<file path="config.mk">
export PLATFORM = sky130hd
export DESIGN_NAME = amc_mode_controller
export DESIGN_NICKNAME = d
export VERILOG_FILES = /design/src/rtl/amc_pkg.sv /design/src/rtl/amc_mode_controller.sv /design/src/rtl/amc_clk_mon.sv /design/src/rtl/amc_i2c_wr.sv
export SDC_FILE = /design/constraint.sdc
export NUM_CORES = 1
export LEC_CHECK = 0
export ABC_AREA = 1
export BUFFER_PORTS_ARGS = -buffer_cell sky130_fd_sc_hd__buf_4
export CAP_MARGIN = 10
export CORE_UTILIZATION = 35
export CTS_CLUSTER_DIAMETER = 100
export DETAILED_ROUTE_END_ITERATION = 10
export PLACE_DENSITY_LB_ADDON = 0.1
export SLEW_MARGIN = 15
export SYNTH_ARGS = -nofsm -noshare
export SYNTH_HDL_FRONTEND = slang
export SYNTH_SLANG_ARGS = --single-unit
</file>
<file path="constraint.sdc">
create_clock -name clk -period 3.5 [get_ports clk]
set_input_delay 0.7 -clock clk [delete_from_list [all_inputs] [get_ports clk]]
set_output_delay 0.7 -clock clk [all_outputs]
set_load 0.05 [all_outputs]
</file>
<file path="src/rtl/amc_pkg.sv">
// Constants, types and helpers shared by the amplifier mode controller.
// Assumes a 50 MHz system clock and synchronous active-high reset.
//
// Summary of operation
// - Four modes held in one state machine
// - Power-down bit set: power down, float PWM
// - Bad bit clock or rate: suspend, monitor
// - Operate only when clocks valid, enabled, up
// - Protection event: fault, boost and amp off
// - Leave fault after 200 ms released
// - Gate PLL, serial audio, amp per mode
// - Reset starts in power-down mode
// - Early power-up without clock goes to suspend
// - Ramp up on every entry to operating
// - Clock loss: soft mute, then amp off
// - Clock back: operate again with ramp up
// - Ramp code selects samples per 0.5 dB step
// - Acknowledge device address and register address
// - Acknowledge every data byte, auto-increment
// - Address is 01101, high pin, low pin
package amc_pkg;

  // ==========================================================
  // Register map
  localparam logic [7:0] CTRL_OFS = 8'h03;
  localparam logic [7:0] VOL_OFS = 8'h28;
  localparam int CTRL_AMP_ENABLE_BIT_BIT = 0;
  localparam int CTRL_POWER_DOWN_REQUEST_BIT = 1;
  localparam logic [7:0] CTRL_RST = 8'h02;
  localparam logic [7:0] VOL_RST = 8'h00;
  localparam logic [4:0] DEV_ADDR_FIXED = 5'h0D;

  // ==========================================================
  // Timing
  localparam int CLK_MHZ = 50;
  localparam int MON_PERIOD_NS = 1000;
  localparam int MON_CYC = MON_PERIOD_NS * CLK_MHZ / 1000;
  localparam int FAULT_REL_MS = 200;
  localparam int FAULT_REL_CYC = FAULT_REL_MS * CLK_MHZ * 1000;
  localparam int ADS_LATCH_US = 768;
  localparam int ADS_LATCH_CYC = ADS_LATCH_US * CLK_MHZ;
  localparam int BCK_TIMEOUT_US = 2;
  localparam int SR_TIMEOUT_US = 250;
  localparam int SAMPLE_NS = 20833;
  localparam int SAMPLE_CYC = SAMPLE_NS * CLK_MHZ / 1000;
  localparam logic [7:0] ATTEN_MAX = 8'h78;

  // ==========================================================
  // Types
  typedef enum logic [1:0] {MODE_POWER_DOWN_REQUEST, MODE_SUSPEND_STATE, MODE_OP, MODE_FAULT} amc_mode_t;
  typedef enum logic [1:0] {PH_IDLE, PH_ADDR, PH_REG, PH_DATA} amc_phase_t;

  typedef struct packed {
    logic [7:0] addr;
    logic [7:0] data;
  } amc_wr_t;

  typedef struct packed {
    logic oc;
    logic ov;
    logic uv;
    logic ot;
  } amc_prot_t;

  // Bit clocks per frame that a valid format may use
  function automatic logic amc_ratio_ok(input logic [9:0] n);
    return (n == 10'h020) || (n == 10'h030) || (n == 10'h040) ||
           (n == 10'h080) || (n == 10'h100);
  endfunction

endpackage

</file>
<file path="src/rtl/amc_mode_controller.sv">
// Top of the amplifier mode controller: pin sync, control registers,
// mode state machine, block gating and soft mute / ramp attenuation.
// Assumes all pins are asynchronous to clk; the host drives the bus.
`timescale 1ns/1ns
`default_nettype none
module amc_mode_controller
  import amc_pkg::*;
#(
  parameter int FAULT_RELEASE_CYC = FAULT_REL_CYC,
  parameter int ADDR_LATCH_CYC = ADS_LATCH_CYC,
  parameter int SAMPLE_TICK_CYC = SAMPLE_CYC
)
(
  input wire logic clk,
  input wire logic rst,
  input wire logic scl_in,
  input wire logic sda_in,
  output logic sda_out_r,
  output logic sda_oe_r,
  input wire logic addr_select_low_pin,
  input wire logic addr_select_high_pin,
  input wire logic bck_in,
  input wire logic lrck_in,
  input wire logic overcurrent_flag,
  input wire logic overvoltage_flag,
  input wire logic undervoltage_flag,
  input wire logic overtemperature_flag,
  output amc_mode_t mode_r,
  output logic pll_en_r,
  output logic audio_if_en_r,
  output logic amp_en_r,
  output logic boost_en_r,
  output logic pwm_float_r,
  output logic [7:0] atten_r,
  output logic [2:0] volume_ramp_select_r
);

  localparam int NSYNC = 10;

  // ==========================================================
  // Pin synchronisers
  logic [NSYNC-1:0] sync1_r;
  logic [NSYNC-1:0] sync2_r;
  logic [NSYNC-1:0] pins;

  assign pins = {scl_in, sda_in, bck_in, lrck_in, addr_select_low_pin,
                 addr_select_high_pin, overcurrent_flag, overvoltage_flag,
                 undervoltage_flag, overtemperature_flag};

  // Two stages; only the second stage is read anywhere
  always_ff @(posedge clk) begin
    if (rst) begin
      sync1_r <= 10'h300;
      sync2_r <= 10'h300;
    end else begin
      sync1_r <= pins;
      sync2_r <= sync1_r;
    end
  end

  logic scl_s;
  logic sda_s;
  logic bck_s;
  logic lrck_s;
  logic ads_lo_s;
  logic ads_hi_s;
  amc_prot_t prot_s;

  assign scl_s = sync2_r[9];
  assign sda_s = sync2_r[8];
  assign bck_s = sync2_r[7];
  assign lrck_s = sync2_r[6];
  assign ads_lo_s = sync2_r[5];
  assign ads_hi_s = sync2_r[4];
  assign prot_s = sync2_r[3:0];

  // ==========================================================
  // Address pins: low pin is live, high pin is caught once
  localparam int LW = $clog2(ADDR_LATCH_CYC + 1);
  logic [LW-1:0] latch_cnt_r;
  logic ads_hi_r;
  logic [6:0] dev_addr;

  // Caught well after reset so the strap level has settled
  always_ff @(posedge clk) begin
    if (rst) begin
      latch_cnt_r <= '0;
      ads_hi_r <= 1'b0;
    end else if (latch_cnt_r != LW'(ADDR_LATCH_CYC)) begin
      latch_cnt_r <= latch_cnt_r + LW'(1);
      ads_hi_r <= ads_hi_s;
    end
  end

  assign dev_addr = {DEV_ADDR_FIXED, ads_hi_r, ads_lo_s};

  // ==========================================================
  // Serial control slave and clock monitor
  logic wr_stb;
  amc_wr_t wr;
  logic clk_valid;

  amc_i2c_wr u_i2c (
    .clk(clk),
    .rst(rst),
    .scl_s(scl_s),
    .sda_s(sda_s),
    .dev_addr(dev_addr),
    .sda_oe_r(sda_oe_r),
    .wr_stb_r(wr_stb),
    .wr_r(wr)
  );

  amc_clk_mon u_mon (
    .clk(clk),
    .rst(rst),
    .bck_s(bck_s),
    .lrck_s(lrck_s),
    .valid_r(clk_valid)
  );

  // The bus only pulls low, so the data level is a constant zero
  always_ff @(posedge clk) begin
    if (rst) begin
      sda_out_r <= 1'b0;
    end else begin
      sda_out_r <= 1'b0;
    end
  end

  // ==========================================================
  // Control registers
  logic [7:0] ctrl_r;

  // Reset leaves power-down requested and the amp disabled
  always_ff @(posedge clk) begin
    if (rst) begin
      ctrl_r <= CTRL_RST;
      volume_ramp_select_r <= VOL_RST[2:0];
    end else if (wr_stb) begin
      if (wr.addr == CTRL_OFS) begin
        ctrl_r <= wr.data;
      end
      if (wr.addr == VOL_OFS) begin
        volume_ramp_select_r <= wr.data[2:0];
      end
    end
  end

  logic power_down_request;
  logic amp_enable_bit;
  logic prot;
  logic run_ok;

  assign power_down_request = ctrl_r[CTRL_POWER_DOWN_REQUEST_BIT];
  assign amp_enable_bit = ctrl_r[CTRL_AMP_ENABLE_BIT_BIT];
  assign prot = |prot_s;
  assign run_ok = clk_valid && !power_down_request && amp_enable_bit;

  // ==========================================================
  // Fault release timer
  localparam int FW = $clog2(FAULT_RELEASE_CYC + 1);
  logic [FW-1:0] rel_cnt_r;
  logic rel_done;

  assign rel_done = (rel_cnt_r == FW'(FAULT_RELEASE_CYC));

  // Any new event restarts the full checking cycle
  always_ff @(posedge clk) begin
    if (rst) begin
      rel_cnt_r <= '0;
    end else if (mode_r != MODE_FAULT || prot) begin
      rel_cnt_r <= '0;
    end else if (!rel_done) begin
      rel_cnt_r <= rel_cnt_r + FW'(1);
    end
  end

  // ==========================================================
  // Mode state machine
  amc_mode_t mode_nxt;
  logic mute_done;

  assign mute_done = (atten_r == ATTEN_MAX);

  always_comb begin
    mode_nxt = mode_r;
    unique case (mode_r)
      MODE_POWER_DOWN_REQUEST: begin
        if (!power_down_request) begin
          if (prot) begin
            mode_nxt = MODE_FAULT;
          end else if (run_ok) begin
            mode_nxt = MODE_OP;
          end else begin
            mode_nxt = MODE_SUSPEND_STATE;
          end
        end
      end
      MODE_FAULT: begin
        if (power_down_request) begin
          mode_nxt = MODE_POWER_DOWN_REQUEST;
        end else if (rel_done) begin
          mode_nxt = run_ok ? MODE_OP : MODE_SUSPEND_STATE;
        end
      end
      MODE_SUSPEND_STATE: begin
        if (power_down_request) begin
          mode_nxt = MODE_POWER_DOWN_REQUEST;
        end else if (prot) begin
          mode_nxt = MODE_FAULT;
        end else if (run_ok) begin
          mode_nxt = MODE_OP;
        end
      end
      MODE_OP: begin
        if (power_down_request) begin
          mode_nxt = MODE_POWER_DOWN_REQUEST;
        end else if (prot) begin
          mode_nxt = MODE_FAULT;
        end else if (!run_ok && mute_done) begin
          mode_nxt = MODE_SUSPEND_STATE;
        end
      end
    endcase
  end

  always_ff @(posedge clk) begin
    if (rst) begin
      mode_r <= MODE_POWER_DOWN_REQUEST;
    end else begin
      mode_r <= mode_nxt;
    end
  end

  // ==========================================================
  // Block gating, registered from the next mode
  always_ff @(posedge clk) begin
    if (rst) begin
      pll_en_r <= 1'b0;
      audio_if_en_r <= 1'b0;
      amp_en_r <= 1'b0;
      boost_en_r <= 1'b0;
      pwm_float_r <= 1'b1;
    end else begin
      pll_en_r <= (mode_nxt != MODE_POWER_DOWN_REQUEST);
      audio_if_en_r <= (mode_nxt == MODE_OP) || (mode_nxt == MODE_FAULT);
      amp_en_r <= (mode_nxt == MODE_OP);
      boost_en_r <= (mode_nxt == MODE_OP) || (mode_nxt == MODE_SUSPEND_STATE);
      pwm_float_r <= (mode_nxt != MODE_OP);
    end
  end

  // ==========================================================
  // Sample pacing for the ramp; free-running so a lost
  // audio clock cannot stall the soft mute
  localparam int SW = $clog2(SAMPLE_TICK_CYC + 1);
  logic [SW-1:0] samp_cnt_r;
  logic samp_tick;
  logic [5:0] step_cnt_r;
  logic step_now;
  logic [5:0] step_len;

  assign samp_tick = (samp_cnt_r == SW'(SAMPLE_TICK_CYC - 1));

  // Samples per 0.5 dB step: 1, 2, 4 ... 64
  assign step_len = 6'((7'h01 << (volume_ramp_select_r - 3'h1)) - 7'h01);
  assign step_now = samp_tick && (step_cnt_r >= step_len);

  always_ff @(posedge clk) begin
    if (rst) begin
      samp_cnt_r <= '0;
      step_cnt_r <= '0;
    end else begin
      samp_cnt_r <= samp_tick ? '0 : samp_cnt_r + SW'(1);
      if (step_now) begin
        step_cnt_r <= '0;
      end else if (samp_tick) begin
        step_cnt_r <= step_cnt_r + 6'h01;
      end
    end
  end

  // ==========================================================
  // Attenuation: full outside operating, ramps inside it
  always_ff @(posedge clk) begin
    if (rst) begin
      atten_r <= ATTEN_MAX;
    end else if (mode_r != MODE_OP) begin
      atten_r <= ATTEN_MAX;
    end else if (!run_ok) begin
      // Soft mute before the amp is switched off
      if (volume_ramp_select_r == 3'h0) begin
        atten_r <= ATTEN_MAX;
      end else if (step_now && !mute_done) begin
        atten_r <= atten_r + 8'h01;
      end
    end else begin
      if (volume_ramp_select_r == 3'h0) begin
        atten_r <= 8'h00;
      end else if (step_now && atten_r != 8'h00) begin
        atten_r <= atten_r - 8'h01;
      end
    end
  end

endmodule
`default_nettype wire

</file>
<file path="src/rtl/amc_clk_mon.sv">
// Bit clock and sample rate checker on a 1 MHz monitor tick.
// Assumes bck and lrck were already synchronised to clk.
`timescale 1ns/1ns
`default_nettype none
module amc_clk_mon
  import amc_pkg::*;
(
  input wire logic clk,
  input wire logic rst,
  input wire logic bck_s,
  input wire logic lrck_s,
  output logic valid_r
);

  logic bck_d_r;
  logic lrck_d_r;
  logic [5:0] tick_cnt_r;
  logic tick;
  logic [7:0] bck_age_r;
  logic [8:0] sr_age_r;
  logic [9:0] bck_cnt_r;
  logic sr_ok_r;
  logic bck_rise;
  logic lrck_rise;

  assign bck_rise = bck_s & ~bck_d_r;
  assign lrck_rise = lrck_s & ~lrck_d_r;
  assign tick = (tick_cnt_r == 6'(MON_CYC - 1));

  // ==========================================================
  // Edge history and 1 MHz monitor tick
  always_ff @(posedge clk) begin
    if (rst) begin
      bck_d_r <= 1'b0;
      lrck_d_r <= 1'b0;
      tick_cnt_r <= '0;
    end else begin
      bck_d_r <= bck_s;
      lrck_d_r <= lrck_s;
      tick_cnt_r <= tick ? 6'h00 : tick_cnt_r + 6'h01;
    end
  end

  // Ages in monitor ticks since the last edges
  always_ff @(posedge clk) begin
    if (rst) begin
      bck_age_r <= 8'hFF;
      sr_age_r <= 9'h1FF;
    end else begin
      if (bck_rise) begin
        bck_age_r <= '0;
      end else if (tick && bck_age_r != 8'hFF) begin
        bck_age_r <= bck_age_r + 8'h01;
      end
      if (lrck_rise) begin
        sr_age_r <= '0;
      end else if (tick && sr_age_r != 9'h1FF) begin
        sr_age_r <= sr_age_r + 9'h001;
      end
    end
  end

  // Bit clocks per frame decide the rate check
  always_ff @(posedge clk) begin
    if (rst) begin
      bck_cnt_r <= '0;
      sr_ok_r <= 1'b0;
    end else begin
      if (lrck_rise) begin
        bck_cnt_r <= 10'(bck_rise);
        sr_ok_r <= amc_ratio_ok(bck_cnt_r);
      end else begin
        if (bck_rise && bck_cnt_r != 10'h3FF) begin
          bck_cnt_r <= bck_cnt_r + 10'h001;
        end
        if (sr_age_r >= 9'(SR_TIMEOUT_US)) begin
          sr_ok_r <= 1'b0;
        end
      end
    end
  end

  // Both checks must pass to call the audio clock valid
  always_ff @(posedge clk) begin
    if (rst) begin
      valid_r <= 1'b0;
    end else begin
      valid_r <= sr_ok_r && (bck_age_r < 8'(BCK_TIMEOUT_US));
    end
  end

endmodule
`default_nettype wire

</file>
<file path="src/rtl/amc_i2c_wr.sv">
// Two-wire serial write slave: start/stop, address match, ack, writes.
// Assumes scl and sda were already synchronised to clk.
`timescale 1ns/1ns
`default_nettype none
module amc_i2c_wr
  import amc_pkg::*;
(
  input wire logic clk,
  input wire logic rst,
  input wire logic scl_s,
  input wire logic sda_s,
  input wire logic [6:0] dev_addr,
  output logic sda_oe_r,
  output logic wr_stb_r,
  output amc_wr_t wr_r
);

  logic scl_d_r;
  logic sda_d_r;
  logic [7:0] sh_r;
  logic [3:0] bit_cnt_r;
  logic [7:0] reg_addr_r;
  amc_phase_t ph_r;
  logic start_c;
  logic stop_c;
  logic scl_rise;
  logic scl_fall;

  assign start_c = scl_s && scl_d_r && sda_d_r && !sda_s;
  assign stop_c = scl_s && scl_d_r && !sda_d_r && sda_s;
  assign scl_rise = scl_s && !scl_d_r;
  assign scl_fall = !scl_s && scl_d_r;

  always_ff @(posedge clk) begin
    if (rst) begin
      scl_d_r <= 1'b1;
      sda_d_r <= 1'b1;
    end else begin
      scl_d_r <= scl_s;
      sda_d_r <= sda_s;
    end
  end

  // ==========================================================
  // Byte framing; reads are not acknowledged
  always_ff @(posedge clk) begin
    if (rst) begin
      ph_r <= PH_IDLE;
      bit_cnt_r <= '0;
      sh_r <= '0;
      reg_addr_r <= '0;
      sda_oe_r <= 1'b0;
      wr_stb_r <= 1'b0;
      wr_r <= '0;
    end else begin
      wr_stb_r <= 1'b0;
      if (start_c) begin
        ph_r <= PH_ADDR;
        bit_cnt_r <= '0;
        sda_oe_r <= 1'b0;
      end else if (stop_c) begin
        ph_r <= PH_IDLE;
        sda_oe_r <= 1'b0;
      end else if (ph_r != PH_IDLE) begin
        if (scl_rise && bit_cnt_r < 4'h8) begin
          sh_r <= {sh_r[6:0], sda_s};
          bit_cnt_r <= bit_cnt_r + 4'h1;
        end else if (scl_fall && bit_cnt_r == 4'h8) begin
          bit_cnt_r <= 4'h9;
          unique case (ph_r)
            PH_ADDR: begin
              if (sh_r[7:1] == dev_addr && !sh_r[0]) begin
                sda_oe_r <= 1'b1;
                ph_r <= PH_REG;
              end else begin
                ph_r <= PH_IDLE;
              end
            end
            PH_REG: begin
              reg_addr_r <= sh_r;
              sda_oe_r <= 1'b1;
              ph_r <= PH_DATA;
            end
            PH_DATA: begin
              wr_r <= '{addr: reg_addr_r, data: sh_r};
              wr_stb_r <= 1'b1;
              reg_addr_r <= reg_addr_r + 8'h01;
              sda_oe_r <= 1'b1;
            end
            PH_IDLE: begin
              sda_oe_r <= 1'b0;
            end
          endcase
        end else if (scl_fall && bit_cnt_r == 4'h9) begin
          // Release after the ack clock so the host owns data again
          sda_oe_r <= 1'b0;
          bit_cnt_r <= '0;
        end
      end
    end
  end

endmodule
`default_nettype wire

</file>
==> impl_metrics.py, run 1 <==
metrics = {
    "power_and_ir_drop": {
        "p_seq_share_pct": 49.5,
        "ir_worst_vdd_v": 0.000211,
        "power-per-cell-area_nw_per_um2": 424,
        "finalPower_uw": 4070,
        "clkPwrFrac_pct": 46.2,
        "p_comb_share_pct": 4.3,
        "p_switching_uw": 983,
        "p_sw_share_pct": 24.1,
        "internal-power_uw": 3090,
        "power_leakage_uw": 0.00398,
    },
    "logic_synthesis": {
        "synth.ff_latch_count": 172,
        "synth.distinct_cells": 44,
        "synthCells": 1213,
        "synthesis.area_um2": 8470,
        "synth_fp_nets": 1260,
        "ys_seq_area_share_pct": 40.7,
        "yosys_warnings": 0,
        "avgSynthCellArea_um2": 6.98,
    },
    "global_routing": {
        "grt_pass1_wl_um": 30800,
        "grt_max_degree": 27,
        "grt.total_usage_pct": 15.3,
        "antenna_found_initial": 0,
        "grt_pass1_vias": 6550,
        "overflow": 0,
    },
    "drt": {
        "wire_per_inst_um": 11.4,
        "final_antenna_net_count": 0,
        "route.detailed.drc": 0,
        "drt-pass1-iter-count": 5,
        "num_vias": 7272,
        "drtIter0Drc": 320,
        "routed_wl_um": 17900,
        "vias_per_cell": 4.62,
    },
    "status": {
        "outcome": "completed",
    },
    "timing": {
        "hold_slack_ps": 404,
        "relSlewSlack_pct": 57.4,
        "max_freq_ghz": 0.402,
        "finalClockSkew_ps": 11.9,
        "fin_tns_setup_ps": 0,
        "setup_violations": 0,
        "rsz0062_at_grt": "no",
        "worst_pin_slew_ps": 638,
        "maxSlewViolCount": 0,
        "fin_ws_ps": 1010,
        "hold_viol": 0,
        "min_period_over_period_pct": 71.0,
        "fin_crit_ps": 2490,
    },
    "setup_path": {
        "r2r-end": "step_cnt_r[2]",
        "critPathKind": "flop to flop",
        "cp.arrival_ps": 2840,
        "cpPeakStageDelay_ps": 360,
        "cpMostUsedCell": "nand2_1",
        "cp.required_ps": 3860,
        "worst-path-max-fanout": 7,
        "reg2reg_depth": 13,
        "cp-startpoint": "volume_ramp_select_r[0]",
        "path_cells": "nor2_1 -> nand2_1 -> inv_1 -> nor2_1 -> or3_1 -> ha_1 -> nand2_1 -> inv_1 -> a21oi_1 -> nand2_1 -> nand2_2 -> nand2_1 -> nor3_1",
        "cpMaxStageDelayCell": "dfxtp_1",
        "r2r_start": "volume_ramp_select_r[0]",
        "critical_path.endpoint": "step_cnt_r[2]",
        "cp-start-kind": "flop",
        "crit_path_end_kind": "flop",
        "r2r_slack_ps": 1010,
    },
    "cts": {
        "cts_tree": "yes",
        "clockBufferDepth": 2,
        "clock_latency_ps": 430,
        "cts_resized": 0,
        "postCtsSetupRepairBufs": 0,
        "htreeDepth": 4,
        "cts.sinks": 172,
        "hold_buffers": 0,
        "cts_buffers": 17,
        "cts_root_buf": "clkbuf_16",
        "path_clk_slew_ps": 70,
    },
    "placement": {
        "dpl.hpwl_um": 13000,
        "portBuffers": 30,
        "placed_cells": 1542,
        "gp_congestion": 0.862,
        "pre_cts_slack_ps": 1000,
    },
    "floorplan": {
        "dieHeight_um": 158,
        "placementRows": 56,
        "core_area_um2": 23600,
        "ios": 32,
        "dieArea_um2": 24800,
        "start_util_pct": 35.9,
        "die_width_um": 158,
    },
    "final_layout": {
        "mostFrequentLayoutCell": "nand2_1",
        "area_growth_pct": 13.3,
        "fin_nets": 1289,
        "diodes": 0,
        "final_cell_mix": "nand2_1, inv_1, dfxtp_1",
        "drive_gt1_share_pct": 7.89,
        "fillers": 2521,
        "instances_no_fill": 1574,
    },
    "job": {
        "max_cap_viol_count": 0,
    },
    "hold_path": {
        "min_from": "sync1_r[0]",
        "holdCritPathClass": "flop to flop",
    },
}
Yosys cell counts, drive strengths merged:
cell type  count  area share (%)
buf           13            0.75
nor3          36             2.4
a21oi         99             5.9
ha            35             5.2
o31ai          1           0.089
o21a           6            0.53
o2111a         1            0.13
xor2          13             1.3
xnor2          4            0.41
o211ai        10            0.89
a31oi          2            0.15
or2            8            0.59
dfxtp        172              41
a211oi         3            0.27
nand2        241              11
o21bai         1           0.089
nand3         87             5.3
clkbuf        10            0.46
nor4           7            0.59
nand3b         5            0.44
inv          196             8.7
conb           1           0.044
nor3b          3            0.27
clkinv         1           0.044
nand4         25             1.8
o21ai         85             5.1
and3           1           0.074
nor2         146             6.9
or3            1           0.074
layout make-up:
cell class              count  area (um2)  area share (%)
clock buffers              19         453            4.72
clock inverters            13         130            1.36
inverters                 197         739            7.71
multi-input cells         821        4180            43.6
flip-flops and latches    172        3440            35.9
well taps                 319         399            4.16
repair buffers             33         248            2.58
per-layer routing:
layer	track usage [%]	wire (um)	share of wire, %	up-vias
met4	3.93	185	1.0	0
li1	-	-	-	3960
met2	24.3	7750	43	87
met3	3.41	586	3.3	16
met5	0	0	0	-
met1	20.8	9350	52	3209
critical path, delay by kind of cell (launching register included):
kind	cells	cell delay, ps
and+or+nand+nor	9	1390
AOI/OAI and AO/OA	1	170
buffers and inverters	2	220
adders and majority gates	1	290
DFF	1	360
registers in the layout, indices dropped and copies added, names as in the netlist, 4 cells and up:
register and flops:
u_i2c.reg_addr_r 8, sync2_r 10, step_cnt_r 6, u_mon.bck_age_r 8
atten_r 8, u_mon.bck_cnt_r 10, u_mon.sr_age_r 9, latch_cnt_r 16
u_i2c.bit_cnt_r 4, rel_cnt_r 24, u_mon.tick_cnt_r 6, u_i2c.sh_r 8
samp_cnt_r 11, sync1_r 10, u_i2c.wr_r 11
power by group through the flow:
stage	Sequential, uW	Clock, uW	Combinational (uW)
2_1_floorplan	2050	0	137
3_3_place_gp	2060	0	177
6_report	2020	1880	175
4_1_cts	2020	1950	178
5_1_grt	2020	2040	204
3_5_place_dp	2060	0	177
through the flow:
| step | area, um2 | utilization [%] |
|---|---|---|
| floorplan | 8470 | - |
| global placement | 9010 | 38.2 |
| detailed placement | 9010 | 38.2 |
| CTS | 9590 | 40.6 |
| global route | 9590 | 40.6 |
| finish | 9590 | 40.6 |
worst min-delay path by stage:
stage / to / slack [ps] / cells after the start
floorplan: sync2_r[0] / 390 / 2
finish: sync2_r[0] / 400 / 2
detailed placement: sync2_r[0] / 390 / 2
CTS: sync2_r[0] / 400 / 2
global placement: sync2_r[8] / 390 / 1
global route: sync2_r[8] / 420 / 1
logic make-up after synthesis:
family / share of synthesized area, %
AND/OR/NAND/NOR: 29.3
buffers and inverters: 9.95
AO/OA/AOI/OAI: 13.1
flip-flops: 40.7
adder cells (fa/ha/maj): 5.17
XOR/XNOR: 1.76
other: 0.0443
Power figures use the tool's default switching activity.
==> run 2, diff against run 1 <==
==> constraint.sdc (replaced) <==
create_clock -name clk -period 2.53 [get_ports clk]
set_input_delay 0.506 -clock clk [delete_from_list [all_inputs] [get_ports clk]]
set_output_delay 0.506 -clock clk [all_outputs]
set_load 0.05 [all_outputs]
==> impl_metrics.py, run 2 (synthesis gave the netlist of run 1 again) <==
metrics = {
    "status": {
        "outcome": "completed",
    },
    "power_and_ir_drop": {
        "power-per-cell-area_nw_per_um2": 586,
        "p_comb_share_pct": 4.3,
        "p_sw_share_pct": 23.1,
        "p_seq_share_pct": 48.8,
        "ir_worst_vdd_v": 0.000313,
        "clkPwrFrac_pct": 46.9,
        "power_leakage_uw": 0.00404,
        "internal-power_uw": 4390,
        "p_switching_uw": 1320,
    },
    "setup_path": {
        "cp-startpoint": "volume_ramp_select_r[1]",
        "cp-start-kind": "flop",
        "worst-path-max-fanout": 6,
        "cp.arrival_ps": 2680,
        "critPathKind": "flop to flop",
        "r2r_start": "volume_ramp_select_r[1]",
        "reg2reg_depth": 18,
        "cp.required_ps": 2900,
        "r2r-end": "atten_r[4]",
        "crit_path_end_kind": "flop",
        "r2r_slack_ps": 220,
    },
    "placement": {
        "dpl.hpwl_um": 13200,
        "gp_congestion": 0.792,
        "portBuffers": 30,
        "pre_cts_slack_ps": 117,
        "post_dp_cell_area_um2": 9080,
    },
    "timing": {
        "fin_ws_ps": 215,
        "setup_violations": 0,
        "fin_crit_ps": 2310,
        "min_period_over_period_pct": 91.5,
        "hold_viol": 0,
        "hold_slack_ps": 264,
        "maxSlewViolCount": 0,
        "finalClockSkew_ps": 12.7,
        "worst_pin_slew_ps": 633,
        "max_freq_ghz": 0.432,
        "relSlewSlack_pct": 57.5,
    },
    "cts": {
        "clock_latency_ps": 430,
        "htreeDepth": 4,
        "clockBufferDepth": 2,
        "cts_tree": "yes",
        "hold_buffers": 0,
        "cts_root_buf": "clkbuf_16",
        "path_clk_slew_ps": 60,
        "cts_buffers": 17,
        "cts.sinks": 172,
    },
    "hold_path": {
        "hold_depth": 2,
        "min_to": "sync1_r[8]",
        "min_from": "sda_in",
        "holdCritPathClass": "input port to flop",
    },
    "global_routing": {
        "grt_max_degree": 38,
        "overflow": 0,
        "grt_pass1_wl_um": 31300,
        "grt.total_usage_pct": 15.5,
        "grt_pass1_vias": 6648,
        "antenna_found_initial": 0,
    },
    "floorplan": {
        "die_width_um": 158,
        "placementRows": 56,
        "ios": 32,
        "dieArea_um2": 24800,
        "start_util_pct": 35.9,
        "core_area_um2": 23600,
        "dieHeight_um": 158,
    },
    "final_layout": {
        "fin_nets": 1299,
        "area_growth_pct": 15.1,
        "largest_reg_flops": 24,
        "drive_gt1_share_pct": 9.49,
        "fillers": 2477,
        "regMostFlops": "rel_cnt_r",
        "final_area_um2": 9750,
        "mostFrequentLayoutCell": "nand2_1",
        "diodes": 0,
        "final_cell_mix": "nand2_1, inv_1, dfxtp_1",
        "largestRegisters": "rel_cnt_r (24), latch_cnt_r (16)",
    },
    "drt": {
        "routed_wl_um": 18100,
        "drt-pass1-iter-count": 5,
        "wire_per_inst_um": 11.4,
        "route.detailed.drc": 0,
        "drtIter0Drc": 351,
        "num_vias": 7283,
        "final_antenna_net_count": 0,
        "vias_per_cell": 4.60,
    },
    "job": {
        "max_cap_viol_count": 0,
    },
}
run 2: cell types whose count changed in the layout (fill, tap and decap cells not counted), moves of 2 or more:
cell	before	now
clkinvlp_4	1	4
clkinv_4	5	2
inv_2	6	9
dfxtp_4	0	2
nand2_2	5	7
nand2_1	236	234
buf_4	33	42
inv_1	190	187
nor2_1	138	136
dfxtp_1	172	170
inv_6	5	3
run 2: worst max path at each step:
stage / end / slack (ps) / cells after the start
after floorplan: atten_r[2] / 4 / 18
after global placement: step_cnt_r[2] / 160 / 16
after detailed placement: step_cnt_r[2] / 120 / 16
after CTS: step_cnt_r[2] / 100 / 16
after global routing: atten_r[4] / -5 / 18
final: atten_r[4] / 220 / 18
run 2: layout make-up:
class	instances	area [um2]	share of cell area (%)
Sequential cell	172	3450	35.4
Timing Repair Buffer	43	335	3.44
Multi-Input combinational cell	821	4220	43.3
Tap cell	319	399	4.09
Inverter	197	739	7.59
Clock inverter	11	134	1.37
Clock buffer	21	470	4.83
run 2: critical path, stage by stage, from the launching register on:
cell and delay (ps):
dfxtp_4 380, inv_1 50, nor2_2 90, nand2_1 100
ha_4 180, nor2_1 90, nand2_1 60, o21ai_1 80
inv_1 60, ha_1 290, nand2_1 80, inv_1 40
a21oi_1 170, nand2_1 80, nand2_2 130, nor2_4 80
nor2_4 150, nand2_1 70, nand3_1 60
run 2: power groups by stage:
stage / clock network (uW) / registers (uW) / logic (uW)
4_1_cts: 2770 / 2790 / 252
5_1_grt: 2860 / 2790 / 290
3_5_place_dp: 0 / 2850 / 250
6_report: 2680 / 2790 / 246
2_1_floorplan: 0 / 2840 / 189
3_3_place_gp: 0 / 2850 / 250
run 2: what timing repair did:
action	in CTS	in global routing
endpoints found under the setup margin	0	14
gates resized for setup	0	17
buffers inserted	0	2
run 2: metal layers:
metal  share of wire [%]  track usage (%)
met4                0.64             3.61
met2                  44             24.5
met5                   0                0
met1                  52             21.2
met3                 3.2             3.63
run 2: metrics by stage:
step           utilization, %  setup TNS, ps  std cells  power [uW]
2_1_floorplan               -              0       1213        3030
3_3_place_gp             38.5              0       1550        3100
3_5_place_dp             38.5              0       1550        3100
4_1_cts                  41.0              0       1582        5810
5_1_grt                  41.3          -6.37       1584        5950
6_report                 41.3              0       1584        5710
==> run 3, diff against run 2 <==
--- a/config.mk
+++ b/config.mk
@@ -8,6 +8,7 @@
 export ABC_AREA = 1
 export BUFFER_PORTS_ARGS = -buffer_cell sky130_fd_sc_hd__buf_4
 export CAP_MARGIN = 10
+export CORE_ASPECT_RATIO = 1.75
 export CORE_UTILIZATION = 35
 export CTS_CLUSTER_DIAMETER = 100
 export DETAILED_ROUTE_END_ITERATION = 10
==> impl_metrics.py, run 3 (synthesis gave the netlist of run 1 again) <==
metrics = {
    "status": {
        "outcome": "completed",
    },
    "floorplan": {
        "dieHeight_um": 208,
        "placementRows": 75,
        "start_util_pct": 35.5,
        "core_area_um2": 23800,
        "dieArea_um2": 24800,
        "ios": 32,
        "die_width_um": 120,
    },
    "global_routing": {
        "grt_pass1_vias": 7257,
        "antenna_found_initial": 0,
        "grt_pass1_wl_um": 33100,
        "grt_max_degree": 38,
        "grt.total_usage_pct": 16.6,
        "overflow": 0,
    },
    "drt": {
        "vias_per_cell": 4.73,
        "drt-pass1-iter-count": 4,
        "num_vias": 7430,
        "route.detailed.drc": 0,
        "wire_per_inst_um": 12.3,
        "drtIter0Drc": 363,
        "routed_wl_um": 19300,
        "final_antenna_net_count": 0,
    },
    "hold_path": {
        "holdCritPathClass": "input port to flop",
        "hold_depth": 2,
        "min_from": "sda_in",
        "min_to": "sync1_r[8]",
    },
    "cts": {
        "cts.sinks": 172,
        "clockBufferDepth": 2,
        "postCtsSetupRepairBufs": 0,
        "cts_tree": "yes",
        "cts_root_buf": "clkbuf_16",
        "hold_buffers": 0,
        "cts_resized": 0,
        "cts_buffers": 17,
        "path_clk_slew_ps": 70,
        "htreeDepth": 4,
        "clock_latency_ps": 440,
    },
    "timing": {
        "fin_crit_ps": 2280,
        "setup_violations": 0,
        "finalClockSkew_ps": 11.9,
        "maxSlewViolCount": 0,
        "worst_pin_slew_ps": 609,
        "hold_viol": 0,
        "min_period_over_period_pct": 90.1,
        "fin_ws_ps": 250,
        "max_freq_ghz": 0.439,
        "relSlewSlack_pct": 59.1,
    },
    "final_layout": {
        "regMostFlops": "rel_cnt_r",
        "drive_gt1_share_pct": 9.10,
        "final_cell_mix": "nand2_1, inv_1, dfxtp_1",
        "largest_reg_flops": 24,
        "mostFrequentLayoutCell": "nand2_1",
        "largestRegisters": "rel_cnt_r (24), latch_cnt_r (16)",
        "final_area_um2": 9690,
        "instances_no_fill": 1572,
        "area_growth_pct": 14.5,
        "diodes": 0,
        "fin_nets": 1298,
    },
    "power_and_ir_drop": {
        "power_leakage_uw": 0.00403,
        "ir_worst_vdd_v": 0.000467,
        "finalPower_uw": 5710,
        "power-per-cell-area_nw_per_um2": 589,
    },
    "setup_path": {
        "r2r_start": "volume_ramp_select_r[0]",
        "cp.arrival_ps": 2610,
        "cp-start-kind": "flop",
        "critPathKind": "flop to flop",
        "cp.required_ps": 2860,
        "r2r_slack_ps": 250,
        "r2r-end": "atten_r[2]",
        "worst-path-max-fanout": 6,
        "reg2reg_depth": 18,
        "crit_path_end_kind": "flop",
    },
    "placement": {
        "placed_cells": 1540,
        "portBuffers": 30,
        "dpl.hpwl_um": 14600,
        "post_dp_cell_area_um2": 9080,
        "gp_congestion": 0.828,
        "pre_cts_slack_ps": 111,
    },
    "job": {
        "max_cap_viol_count": 0,
    },
}
[run 3: per-layer routing]
layer  part of all wire [%]  GRT usage [%]  routed length, um  vias to the layer above
met1                     40           16.3               7710                     3315
met4                    2.8           8.45                545                        0
li1                       -              -                  -                     3989
met2                     55           32.2              10600                       94
met3                    2.2           2.99                431                       32
met5                      0              0                  0                        -
[run 3: critical path, stage by stage, from the launching register on]
cell	delay (ps)
dfxtp_4	370
inv_1	70
nor2_2	120
nand2_2	80
ha_2	190
nor2_1	100
nand2_1	50
o21ai_0	70
inv_1	60
ha_1	260
nand2_1	60
nor2_1	100
nand2_1	70
nand2_1	70
nand2_2	80
nor2_4	240
nand3_1	100
nand2_1	70
nor2_1	30
[run 3: report_power, final]
part	internal, uW	switching, uW
clock network	1500	1170
registers	2750	36.5
logic	93.7	158
total	4350	1370
[run 3: worst max path at each step]
stage	from	cells past startpoint	slack (ps)	end
after floorplan	volume_ramp_select_r[0]	18	4	atten_r[2]
after global placement	volume_ramp_select_r[0]	16	160	step_cnt_r[2]
after detailed placement	volume_ramp_select_r[0]	16	110	step_cnt_r[2]
after CTS	volume_ramp_select_r[0]	16	100	step_cnt_r[2]
after global routing	volume_ramp_select_r[0]	18	-20	atten_r[2]
final	volume_ramp_select_r[0]	18	250	atten_r[2]
[run 3: stage by stage]
stage                     hold WS (ps)  utilization [%]  setup TNS, ps
after floorplan                    388                -              0
after global placement             392             38.1              0
after detailed placement           393             38.1              0
after CTS                          215             40.6              0
after global routing               220             40.7          -47.5
final                              242             40.7              0
[run 3: area by class of cell]
cell class,count,area [um2]
tap,308,385
sequential,172,3450
clock inverter,14,156
fill,2577,14100
inverter,197,739
clock buffer,18,439
multi-input combinational,821,4200
timing repair buffer,42,328
